===== src/pkg/scm_pkg.sv =====
// Purpose: shared constants and types for the system clock and mode control block
// Assumes: 250 MHz reference clock, oscillator outputs arrive as one-cycle ticks
// Notes:   register offsets are word indices on the plain register port
`default_nettype none

package scm_pkg;

  // register offsets
  localparam logic [1:0] SCM_SYS_CTRL_ADDR = 2'h0;
  localparam logic [1:0] SCM_OSC_CTRL_ADDR = 2'h1;

  // system_clock_control fields
  localparam int         SCM_SEL_MSB      = 7;
  localparam int         SCM_SEL_LSB      = 5;
  localparam int         SCM_FAST_KEEP_BIT = 1;
  localparam int         SCM_FS_KEEP_BIT  = 0;

  // fast_osc_control fields
  localparam int         SCM_FREQ_MSB     = 3;
  localparam int         SCM_FREQ_LSB     = 2;
  localparam int         SCM_STABLE_BIT   = 1;
  localparam int         SCM_ON_BIT       = 0;

  // values after reset
  localparam logic [2:0] SCM_SEL_RST      = 3'h0;
  localparam logic       SCM_KEEP_RST     = 1'b0;
  localparam logic [1:0] SCM_FREQ_RST     = 2'h0;
  localparam logic       SCM_ON_RST       = 1'b1;

  // select code for the sub clock, and divider depth
  localparam logic [2:0] SCM_SEL_SUB      = 3'h7;
  localparam logic [2:0] SCM_SEL_MAXDIV   = 3'h6;
  localparam logic [5:0] SCM_DIV_FULL     = 6'h3F;

  // fast oscillator frequency codes and slow oscillator frequency
  localparam logic [1:0] SCM_FREQ_2MHZ    = 2'h0;
  localparam logic [1:0] SCM_FREQ_4MHZ    = 2'h1;
  localparam logic [1:0] SCM_FREQ_8MHZ    = 2'h2;
  localparam logic [1:0] SCM_FREQ_ALT2MHZ = 2'h3;
  localparam int         SCM_SLOW_OSC_HZ  = 32000;

  // fast oscillator settling time
  localparam int         SCM_CLK_PERIOD_PS = 4000;
  localparam int         SCM_SETTLE_NS     = 16000;
  localparam int         SCM_SETTLE_CYCLES =
    (SCM_SETTLE_NS * 1000 + SCM_CLK_PERIOD_PS - 1) / SCM_CLK_PERIOD_PS;

  typedef enum logic [5:0] {
    SCM_MODE_FAST      = 6'h01,
    SCM_MODE_SLOW      = 6'h02,
    SCM_MODE_SLEEP     = 6'h04,
    SCM_MODE_LOW_IDLE  = 6'h08,
    SCM_MODE_FULL_IDLE = 6'h10,
    SCM_MODE_HIGH_IDLE = 6'h20
  } scm_mode_t;

  typedef struct packed {
    logic [1:0] addr;
    logic [7:0] wdata;
    logic       wr;
    logic       rd;
  } scm_reg_req_t;

  typedef struct packed {
    logic cpu_sys_clk;
    logic high_clk;
    logic sub_clk;
    logic slow_osc_clk;
  } scm_clk_ticks_t;

endpackage

`default_nettype wire


===== src/hdl/scm_clock_mode_ctrl.sv =====
// Purpose: system clock select, fast oscillator control and operating mode control
// Assumes: oscillator outputs are one-cycle ticks synchronous to ref_clk_i
// Notes:   every clock leaves the block as a tick; gating a tick cannot make a runt
`timescale 1ns/10ps
`default_nettype none

module scm_clock_mode_ctrl #(
  parameter int SETTLE_CYCLES = scm_pkg::SCM_SETTLE_CYCLES
) (
  input  wire logic                   ref_clk_i,        // 250 MHz clock
  input  wire logic                   rst_n_i,          // synchronous reset, active low
  input  wire scm_pkg::scm_reg_req_t  reg_req_i,        // register access request
  output logic [7:0]                  reg_rdata_o,      // read data, one cycle after read
  input  wire logic                   halt_i,           // cpu executes halt, pulse
  input  wire logic                   wake_i,           // wake-up event, pulse
  input  wire logic                   fast_osc_tick_i,  // fast oscillator edge tick
  input  wire logic                   slow_osc_tick_i,  // slow oscillator edge tick
  output logic                        fast_osc_run_o,   // fast oscillator power on
  output logic [1:0]                  fast_osc_freq_o,  // fast oscillator trim code
  output logic                        slow_osc_run_o,   // slow oscillator power on
  output scm_pkg::scm_clk_ticks_t     clk_ticks_o,      // gated clock ticks
  output logic                        cpu_run_o,        // cpu may execute
  output scm_pkg::scm_mode_t          mode_o            // current operating mode
);
  import scm_pkg::*;

  localparam int CW = $clog2(SETTLE_CYCLES + 1);

  // a zero settle time would leave the stable flag unreachable
  if (SETTLE_CYCLES < 1) begin : g_bad_settle
    $error("SETTLE_CYCLES must be at least 1");
  end

  logic [2:0]     sel_reg;
  logic           fast_keep_reg;
  logic           fs_keep_reg;
  logic [1:0]     freq_sel_reg;
  logic           osc_on_reg;
  logic           stable_reg;
  logic [CW-1:0]  settle_cnt_reg;
  logic           fast_need_reg;
  logic [2:0]     act_sel_reg;
  logic [5:0]     div_cnt_reg;
  logic [1:0]     freq_out_reg;
  scm_mode_t      mode_reg;
  scm_mode_t      mode_next;
  scm_clk_ticks_t ticks_reg;
  logic [7:0]     rdata_reg;
  logic           cpu_run_reg;
  logic           slow_run_reg;

  logic       ctl_wr;
  logic       osc_wr;
  logic       fast_need;
  logic       restart;
  logic       high_tick;
  logic       div_tick;
  logic [5:0] div_mask;
  logic       sys_tick_raw;
  logic       sys_on;
  logic       sub_on;
  logic       switch_ok;
  logic       running;
  scm_mode_t  run_mode;

  assign ctl_wr  = reg_req_i.wr && (reg_req_i.addr == SCM_SYS_CTRL_ADDR);
  assign osc_wr  = reg_req_i.wr && (reg_req_i.addr == SCM_OSC_CTRL_ADDR);
  assign running = (mode_reg == SCM_MODE_FAST) || (mode_reg == SCM_MODE_SLOW);

  always_ff @(posedge ref_clk_i) begin
    if (!rst_n_i) begin
      sel_reg      <= SCM_SEL_RST;
      fast_keep_reg <= SCM_KEEP_RST;
      fs_keep_reg  <= SCM_KEEP_RST;
      freq_sel_reg <= SCM_FREQ_RST;
      osc_on_reg   <= SCM_ON_RST;
    end else begin
      if (ctl_wr) begin
        sel_reg       <= reg_req_i.wdata[SCM_SEL_MSB:SCM_SEL_LSB];
        fast_keep_reg <= reg_req_i.wdata[SCM_FAST_KEEP_BIT];
        fs_keep_reg   <= reg_req_i.wdata[SCM_FS_KEEP_BIT];
      end
      if (osc_wr) begin
        freq_sel_reg <= reg_req_i.wdata[SCM_FREQ_MSB:SCM_FREQ_LSB];
        osc_on_reg   <= reg_req_i.wdata[SCM_ON_BIT];
      end
    end
  end

  // register read, data valid only in the cycle after the strobe
  always_ff @(posedge ref_clk_i) begin
    if (!rst_n_i) begin
      rdata_reg <= 8'h00;
    end else if (reg_req_i.rd && reg_req_i.addr == SCM_SYS_CTRL_ADDR) begin
      rdata_reg <= {sel_reg, 3'h0, fast_keep_reg, fs_keep_reg};
    end else if (reg_req_i.rd && reg_req_i.addr == SCM_OSC_CTRL_ADDR) begin
      rdata_reg <= {4'h0, freq_sel_reg, stable_reg, osc_on_reg};
    end else begin
      rdata_reg <= 8'h00;
    end
  end

  // fast oscillator demand per mode; a pending fast select keeps it alive in slow mode
  always_comb begin
    case (mode_reg)
      SCM_MODE_FAST:      fast_need = 1'b1;
      // enable bit rules in slow mode
      SCM_MODE_SLOW:      fast_need = osc_on_reg || (sel_reg != SCM_SEL_SUB);
      SCM_MODE_FULL_IDLE: fast_need = 1'b1;
      SCM_MODE_HIGH_IDLE: fast_need = 1'b1;
      default:            fast_need = 1'b0;
    endcase
  end

  assign restart = (fast_need && !fast_need_reg) ||
                   (osc_wr && fast_need_reg &&
                    reg_req_i.wdata[SCM_FREQ_MSB:SCM_FREQ_LSB] != freq_sel_reg);

  // stable flag clears on start and sets after settling
  always_ff @(posedge ref_clk_i) begin
    if (!rst_n_i) begin
      fast_need_reg  <= 1'b0;
      stable_reg     <= 1'b0;
      settle_cnt_reg <= '0;
    end else begin
      fast_need_reg <= fast_need;
      if (!fast_need_reg || restart) begin
        stable_reg     <= 1'b0;
        settle_cnt_reg <= '0;
      end else if (!stable_reg) begin
        if (settle_cnt_reg == CW'(SETTLE_CYCLES - 1)) begin
          stable_reg <= 1'b1;
        end else begin
          settle_cnt_reg <= settle_cnt_reg + 1'b1;
        end
      end
    end
  end

  // code 11 trims the oscillator to 2 MHz
  // only three frequencies leave the block
  always_ff @(posedge ref_clk_i) begin
    if (!rst_n_i) begin
      freq_out_reg <= SCM_FREQ_2MHZ;
    end else if (freq_sel_reg == SCM_FREQ_ALT2MHZ) begin
      freq_out_reg <= SCM_FREQ_2MHZ;
    end else begin
      freq_out_reg <= freq_sel_reg;
    end
  end

  // ticks are ignored until the new frequency has settled
  // live demand, so no fast tick slips out on the edge after entering sleep
  assign high_tick = fast_osc_tick_i && stable_reg && fast_need;

  // divide by 2 to the power of the select code
  assign div_mask     = SCM_DIV_FULL >> (3'(SCM_SEL_MAXDIV - act_sel_reg));
  assign div_tick     = high_tick && ((div_cnt_reg & div_mask) == div_mask);
  // select 111 takes the slow oscillator tick
  // sub clock is the slow oscillator itself
  assign sys_tick_raw = (act_sel_reg == SCM_SEL_SUB) ? slow_osc_tick_i : div_tick;

  // switch only at a period edge, or when the old source is dead
  // and only toward a source that is already stable
  assign switch_ok = (sel_reg != act_sel_reg) &&
                     (sys_tick_raw || (act_sel_reg != SCM_SEL_SUB && !stable_reg)) &&
                     (sel_reg == SCM_SEL_SUB || stable_reg);

  always_ff @(posedge ref_clk_i) begin
    if (!rst_n_i) begin
      act_sel_reg <= SCM_SEL_RST;
      div_cnt_reg <= 6'h00;
    end else if (switch_ok) begin
      act_sel_reg <= sel_reg;
      div_cnt_reg <= 6'h00;
    end else if (high_tick) begin
      div_cnt_reg <= div_cnt_reg + 6'h01;
    end
  end

  // system and sub clock gating per mode
  always_comb begin
    case (mode_reg)
      SCM_MODE_FAST:      sys_on = 1'b1;
      SCM_MODE_SLOW:      sys_on = 1'b1;
      // system clock only while the sub clock is selected
      SCM_MODE_LOW_IDLE:  sys_on = (act_sel_reg == SCM_SEL_SUB);
      // all clocks run whatever the select
      SCM_MODE_FULL_IDLE: sys_on = 1'b1;
      // system clock only for divided fast selects
      SCM_MODE_HIGH_IDLE: sys_on = (act_sel_reg != SCM_SEL_SUB);
      default:            sys_on = 1'b0;
    endcase
  end

  // sleep stops the sub clock too
  assign sub_on = (mode_reg != SCM_MODE_SLEEP) && (mode_reg != SCM_MODE_HIGH_IDLE);

  assign run_mode = (act_sel_reg == SCM_SEL_SUB) ? SCM_MODE_SLOW : SCM_MODE_FAST;

  // halt picks a low-power mode from the keep bits
  always_comb begin
    case (mode_reg)
      SCM_MODE_FAST, SCM_MODE_SLOW: begin
        if (halt_i) begin
          case ({fast_keep_reg, fs_keep_reg})
            2'b01:   mode_next = SCM_MODE_LOW_IDLE;
            2'b11:   mode_next = SCM_MODE_FULL_IDLE;
            2'b10:   mode_next = SCM_MODE_HIGH_IDLE;
            default: mode_next = SCM_MODE_SLEEP;
          endcase
        end else begin
          mode_next = run_mode;
        end
      end
      SCM_MODE_SLEEP, SCM_MODE_LOW_IDLE, SCM_MODE_FULL_IDLE, SCM_MODE_HIGH_IDLE: begin
        // wake-up returns by the current select
        mode_next = wake_i ? run_mode : mode_reg;
      end
      default: mode_next = run_mode;
    endcase
  end

  always_ff @(posedge ref_clk_i) begin
    if (!rst_n_i) begin
      mode_reg    <= SCM_MODE_FAST;
      cpu_run_reg <= 1'b0;
    end else begin
      mode_reg    <= mode_next;
      cpu_run_reg <= running;
    end
  end

  // watchdog and time base share the slow and fast ticks
  // slow oscillator tick is never gated
  always_ff @(posedge ref_clk_i) begin
    if (!rst_n_i) begin
      ticks_reg <= '0;
    end else begin
      ticks_reg.cpu_sys_clk  <= sys_on && sys_tick_raw;
      ticks_reg.high_clk     <= high_tick;
      ticks_reg.sub_clk      <= sub_on && slow_osc_tick_i;
      ticks_reg.slow_osc_clk <= slow_osc_tick_i;
    end
  end

  // power request held high through reset as well
  always_ff @(posedge ref_clk_i) begin
    slow_run_reg <= 1'b1;
  end

  assign reg_rdata_o     = rdata_reg;
  assign fast_osc_run_o  = fast_need_reg;
  assign fast_osc_freq_o = freq_out_reg;
  // slow oscillator always powered, watchdog cannot be disabled
  assign slow_osc_run_o  = slow_run_reg;
  assign clk_ticks_o     = ticks_reg;
  assign cpu_run_o       = cpu_run_reg;
  assign mode_o          = mode_reg;
endmodule

`default_nettype wire


===== config.mk =====
export PLATFORM = sky130hd
export DESIGN_NAME = scm_clock_mode_ctrl
export DESIGN_NICKNAME = d
export VERILOG_FILES = /design/src/pkg/scm_pkg.sv /design/src/hdl/scm_clock_mode_ctrl.sv
export SDC_FILE = /design/constraint.sdc
export NUM_CORES = 1
export LEC_CHECK = 0
export BUFFER_PORTS_ARGS = -buffer_cell sky130_fd_sc_hd__buf_2
export CORE_ASPECT_RATIO = 0.9
export CORE_MARGIN = 3
export CORE_UTILIZATION = 55
export DETAILED_ROUTE_END_ITERATION = 10
export GPL_TIMING_DRIVEN = 0
export PLACE_DENSITY = 0.79
export SKIP_LAST_GASP = 1
export SLEW_MARGIN = 40
export SYNTH_ARGS = -nofsm -noshare
export SYNTH_HDL_FRONTEND = slang
export SYNTH_SLANG_ARGS = --single-unit

===== constraint.sdc =====
create_clock -name ref_clk_i -period 3.15 [get_ports ref_clk_i]
set_clock_uncertainty 0.15 [all_clocks]
set_input_delay 0.1575 -clock ref_clk_i [delete_from_list [all_inputs] [get_ports ref_clk_i]]
set_output_delay 0.1575 -clock ref_clk_i [all_outputs]
set_load 0.01 [all_outputs]

Word-level counts from Yosys, hierarchy flattened
Cells that the tools add are included.
{"block": "op_classes", "mux": 12, "bitwise": 5, "shifts": 1, "add_sub_neg": 3, "reduce_logical": 35, "n_eq_ne": 22}
{"op": "6-bit one-hot mux with 3 select lines", "n": 1}
{"op": "1-bit logical AND", "n": 16}
{"op": "12-bit by 1-bit adder with 12-bit output, second input constant", "n": 1}
{"op": "12-bit == test, second input constant", "n": 1}
{"op": "6-bit 2-to-1 mux", "n": 2}
{"op": "6-bit one-hot mux with 2 select lines", "n": 1}
{"op": "2-bit OR reduction", "n": 5}
{"op": "3-bit OR reduction", "n": 3}
{"op": "8-bit 2-to-1 mux", "n": 1}
{"op": "6-bit by 1-bit adder with 6-bit output, second input constant", "n": 1}
{"op": "6-bit bitwise AND", "n": 1}
{"op": "2-bit == test, second input constant", "n": 3}
{"op": "3-bit == test, second input constant", "n": 2}
{"op": "6-bit by 1-bit == test with 1-bit output, second input constant", "n": 1}
{"op": "6-bit by 2-bit == test with 1-bit output, second input constant", "n": 1}
{"op": "6-bit by 3-bit == test with 1-bit output, second input constant", "n": 1}
{"op": "6-bit by 4-bit == test with 1-bit output, second input constant", "n": 1}
{"op": "6-bit by 5-bit == test with 1-bit output, second input constant", "n": 1}
{"op": "6-bit == test", "n": 1}
{"op": "6-bit == test, second input constant", "n": 1}
{"op": "1-bit logical OR", "n": 6}
{"op": "3-bit inequality test, second input constant", "n": 2}
{"op": "6-bit by 3-bit inequality test with 1-bit output, second input constant", "n": 1}
{"op": "6-bit inequality test, second input constant", "n": 1}
{"op": "16 further kinds", "n": 23}
{"block": "totals", "regBits": 52, "word_cells": 98, "output_inout_bits": 23}

Longest topological paths before layout
{"block": "depth", "ltp_word": 10, "depth_mapped": 7}

Least setup slack after synthesis
OpenSTA, ideal clock, no wires.
{"block": "synth_path", "path_kind": "register -> register", "startpoint": "register mode_reg[3] (netlist: mode_o[3])", "endpoint": "register act_sel_reg[0]", "period_less_slack_ns": 2.890, "t_arrival_ns": 2.668, "t_required_ns": 2.928, "slack_ns": 0.260, "setup_time_ns": 0.072, "path_stages_with_launch": 8, "cell_sequence": "dfxtp_1 -> buf_6 -> or4_4 -> or4b_1 -> clkbuf_2 -> a2111o_1 -> a311oi_4 -> mux2i_1"}
{"block": "synth_via", "elab_chain_cells": 9, "elab_cells_between_ends": 12}
{"item": "start: declaration", "line": "scm_clock_mode_ctrl.sv:45", "rtl": "scm_mode_t mode_reg;"}
{"item": "start signal: assignment", "line": "scm_clock_mode_ctrl.sv:229", "rtl": "mode_reg <= mode_next;"}
{"item": "6-bit by 1-bit == test with 1-bit output (tied with other cells)", "line": "scm_clock_mode_ctrl.sv:105", "rtl": "case (mode_reg)"}
{"item": "3-bit OR reduction (no line)"}
{"item": "1-bit one-hot mux with 2 select lines *", "line": "scm_clock_mode_ctrl.sv:105"}
{"item": "1-bit logical AND *", "line": "scm_clock_mode_ctrl.sv:154", "rtl": "assign high_tick = fast_osc_tick_i && stable_reg && fast_need;"}
{"item": "1-bit logical AND *", "line": "scm_clock_mode_ctrl.sv:158", "rtl": "assign div_tick = high_tick && ((div_cnt_reg & div_mask) == div_mask);"}
{"item": "1-bit 2-to-1 mux *", "line": "scm_clock_mode_ctrl.sv:161", "rtl": "assign sys_tick_raw = (act_sel_reg == SCM_SEL_SUB) ? slow_osc_tick_i : div_tick;"}
{"item": "1-bit logical OR *", "line": "scm_clock_mode_ctrl.sv:166", "rtl": "(sys_tick_raw || (act_sel_reg != SCM_SEL_SUB && !stable_reg)) &&"}
{"item": "1-bit logical AND *", "line": "scm_clock_mode_ctrl.sv:165", "rtl": "assign switch_ok = (sel_reg != act_sel_reg) &&"}
{"item": "1-bit logical AND *", "line": "scm_clock_mode_ctrl.sv:166"}
{"item": "end signal: assignment", "line": "scm_clock_mode_ctrl.sv:174", "rtl": "act_sel_reg <= sel_reg;"}
{"item": "end: declaration", "line": "scm_clock_mode_ctrl.sv:42", "rtl": "logic [2:0] act_sel_reg;"}
Mark *: on every way between the ends. The rest lies on a longest branch, timed or not.
A chain may end at the register's enable or synchronous reset.

Final worst setup path
{"block": "layout_path", "startpoint": "register mode_reg[4] (netlist: mode_o[4])", "endpoint": "register act_sel_reg[0]"}
The elaborated chain is that of the path after synthesis.

==> key figures <==
Outcome
  – Outcome: complete, no violations

Synth
  – Syn Std Cell Area: 0.002291 mm²
  – Share of the synthesized area in the top cell type: 44.57%
  – Number of synthesized flops with an enable pin: 0
  – Count leader, synth: dfxtp_1
  – Synth warn: 0
  – Syn avg cell area: 9.428 µm²
  – Post-synth ARST share: 0%
  – List of most frequent post-synthesis cells: dfxtp_1 (51), nor2_1 (32), nand2_1 (16)
  – Leading area contributor after synthesis: dfxtp_1
  – Synth Flop Type: dfxtp_1
  – Register area share after synthesis: between 40% and 50%
  – Largest cells by area after synthesis: dfxtp_1 (45%), mux2i_1 (6.6%), nor2_1 (5.2%), xor2_1 (5.0%), xnor2_1 (3.8%)
  – Flops & latches, synth: 51
  – Post-Syn Nets: 267
  – Post-synth cell types: 48
  – Syn Inst Count: about 240

Power
  – Pleak: 1.135 nW
  – Power per cell area: 425.2 mW/mm²
  – Max VDD drop: 254.9 µV

Place
  – Placed Area: 0.002550 mm²
  – Post-DP HPWL: 3.273 mm
  – Routability cong.: 0.8301
  – Buffers on Ports: 36

Worst setup path
  – Worst setup EP type: flip-flop
  – CP Class: reg2reg
  – Critical path launch point type: flip-flop
  – Critical Path RT: 3230 ps
  – Arrival time of the worst setup path: 3050 ps
  – CP max FO: 10

Detailed routing
  – # DRC: 0
  – Routed vias: 1872
  – Avg Vias per Cell: 5.458
  – Drt first pass iters: 4
  – Final WL: 4.739 mm
  – Avg WL per Cell: 13.82 µm
  – 1st-iter DRT viols: 93
  – Post-route ant nets: 0

STA
  – Final period util: 94.19%
  – Min cycle time layout: 2967 ps
  – Highest achievable clock rate: between 300 and 400 MHz
  – Setup Viol. Count Final: 0
  – Final setup TNS: 0 ps
  – Worst slew margin: 53.81%
  – Fin. Hold Viols: 0
  – Worst Tran Pin Value: 683.8 ps
  – RSZ-0062 raised after global routing: no
  – Max-slew violations: 0

GRT
  – Initial antenna violation count: 0
  – Total GRT Usage: 21.13%
  – Vias in the first global route: 1688
  – Global-route wire length before repair: 7.997 mm
  – Largest net degree at the start of global routing: 17
  – Congestion Overflow GR: 0

Layout
  – Util after Layout: a little under three quarters
  – Max reg flops: 12
  – N_diodes: 0
  – Layout cells sized above 1: 20.20%
  – Nets: 320
  – Post-route cell area: 0.002740 mm²
  – Layout area overhead: 19.61%

Die
  – # rows: 21
  – Initial Utilization: between 50% and 60%
  – DIE HEIGHT: a little under 70 µm
  – Die width: 74.03 µm
  – # IOs: 41
  – Die area: 0.004977 mm²
  – Core area: roughly 0.0039 mm²

Clock network
  – CTS tree: built
  – Max H-tree Level: 2
  – Clock Path Buffers: 2
  – Clock sinks: 51
  – Root buffer cell: clkbuf_8
  – Clock network latency to the later pin of the worst-skew pair: around 310 ps
  – Total CTS buffers: 5
  – Clk pin slew, worst setup/hold paths: 90 ps

Flow run
  – Maxcap violations: 0

Worst hold path
  – Hold WC Path Type: in2reg
[through the flow]
stage / hold WS, ps / setup slack, ps / std cells / power (mW)
global route: 31.12 / 35.32 / 343 / 1.210
finish: 23.04 / 182.9 / 343 / 1.165
CTS: 24.48 / 122.3 / 344 / 1.169
detailed placement: 248.9 / 3.469 / 326 / 0.7700
global placement: 243.5 / 50.56 / 325 / 0.7669
floorplan: 132.6 / 260.5 / 243 / 0.7349
[layout by cell type, fill, tap and decap left out, types with 5 or more instances in the layout]
| cell type | Yosys | routed |
|---|---|---|
| dfxtp_1 | 51 | 51 |
| buf_2 | 0 | 36 |
| nor2_1 | 32 | 32 |
| nand2_1 | 16 | 16 |
| mux2i_1 | 15 | 15 |
| xor2_1 | 13 | 13 |
| nor3_1 | 10 | 10 |
| xnor2_1 | 10 | 10 |
| dlygate4sd3_1 | 0 | 8 |
| and2_1 | 7 | 7 |
| inv_1 | 6 | 6 |
| clkbuf_1 | 7 | 6 |
| a21oi_1 | 6 | 6 |
| ha_1 | 6 | 6 |
| clkbuf_8 | 0 | 6 |
| buf_4 | 3 | 5 |
| nand3_1 | 5 | 5 |
[repair_timing]
| item | CTS | global route |
|---|---|---|
| pin swaps | 1 | 1 |
| setup endpoints to repair | 1 | 3 |
| resized for setup | 0 | 0 |
| buffers inserted | 2 | 0 |
| hold buffers | 8 | 0 |
| cloned | 0 | 0 |
| hold endpoints to repair | 9 | 0 |
[where the power goes]
group	total [mW]	internal [mW]	switching (mW)
Sequential	0.670	0.656	0.0135
Combinational	0.0936	0.0437	0.0500
Clock	0.402	0.180	0.222
[critical path: stages, from the launching register on]
cell and delay, ps:
dfxtp_1 320, buf_4 170, or4_4 510, or4b_1 470
clkbuf_2 190, a2111o_1 440, a311oi_4 280, buf_4 180
mux2i_1 190
[cells by family after synthesis]
kind of cell / count (synthesis) / share of synthesized area, %
xor gates and xnor gates: 23 / 8.793
buffers and inverters: 18 / 3.823
other: 2 / 0.3278
DFF: 51 / 44.57
muxes: 15 / 6.554
AOI/OAI and AO/OA: 31 / 10.71
and+or+nand+nor: 97 / 21.96
adders and majority gates: 6 / 3.277
[area by class of cell]
class	instances	area, µm²
buffer	11	61.31
clock buffer	6	82.58
clock inverter	2	16.27
fill	308	1122
inverter	6	22.52
multi-input combinational	174	1194
sequential	51	1021
tap	46	57.56
timing repair buffer	47	285.3
[final timing paths]
path              cells after the start              to  slack, ps            from
setup / recovery                      8  act_sel_reg[0]        180       mode_o[4]
hold / removal                        3  reg_rdata_o[1]         20   reg_req_i[11]
setup reg to reg                      8  act_sel_reg[0]        180       mode_o[4]
hold reg to reg                       2  act_sel_reg[2]        350  act_sel_reg[2]
[metal layers]
metal	GRT usage (%)	wire length, µm	up-vias
li1	-	-	954
met3	4.018	256	8
met2	31.75	1926	51
met5	0	0	-
met4	7.466	69	0
met1	30.17	2486	859
No activity file was read; power rests on OpenSTA's default activity.
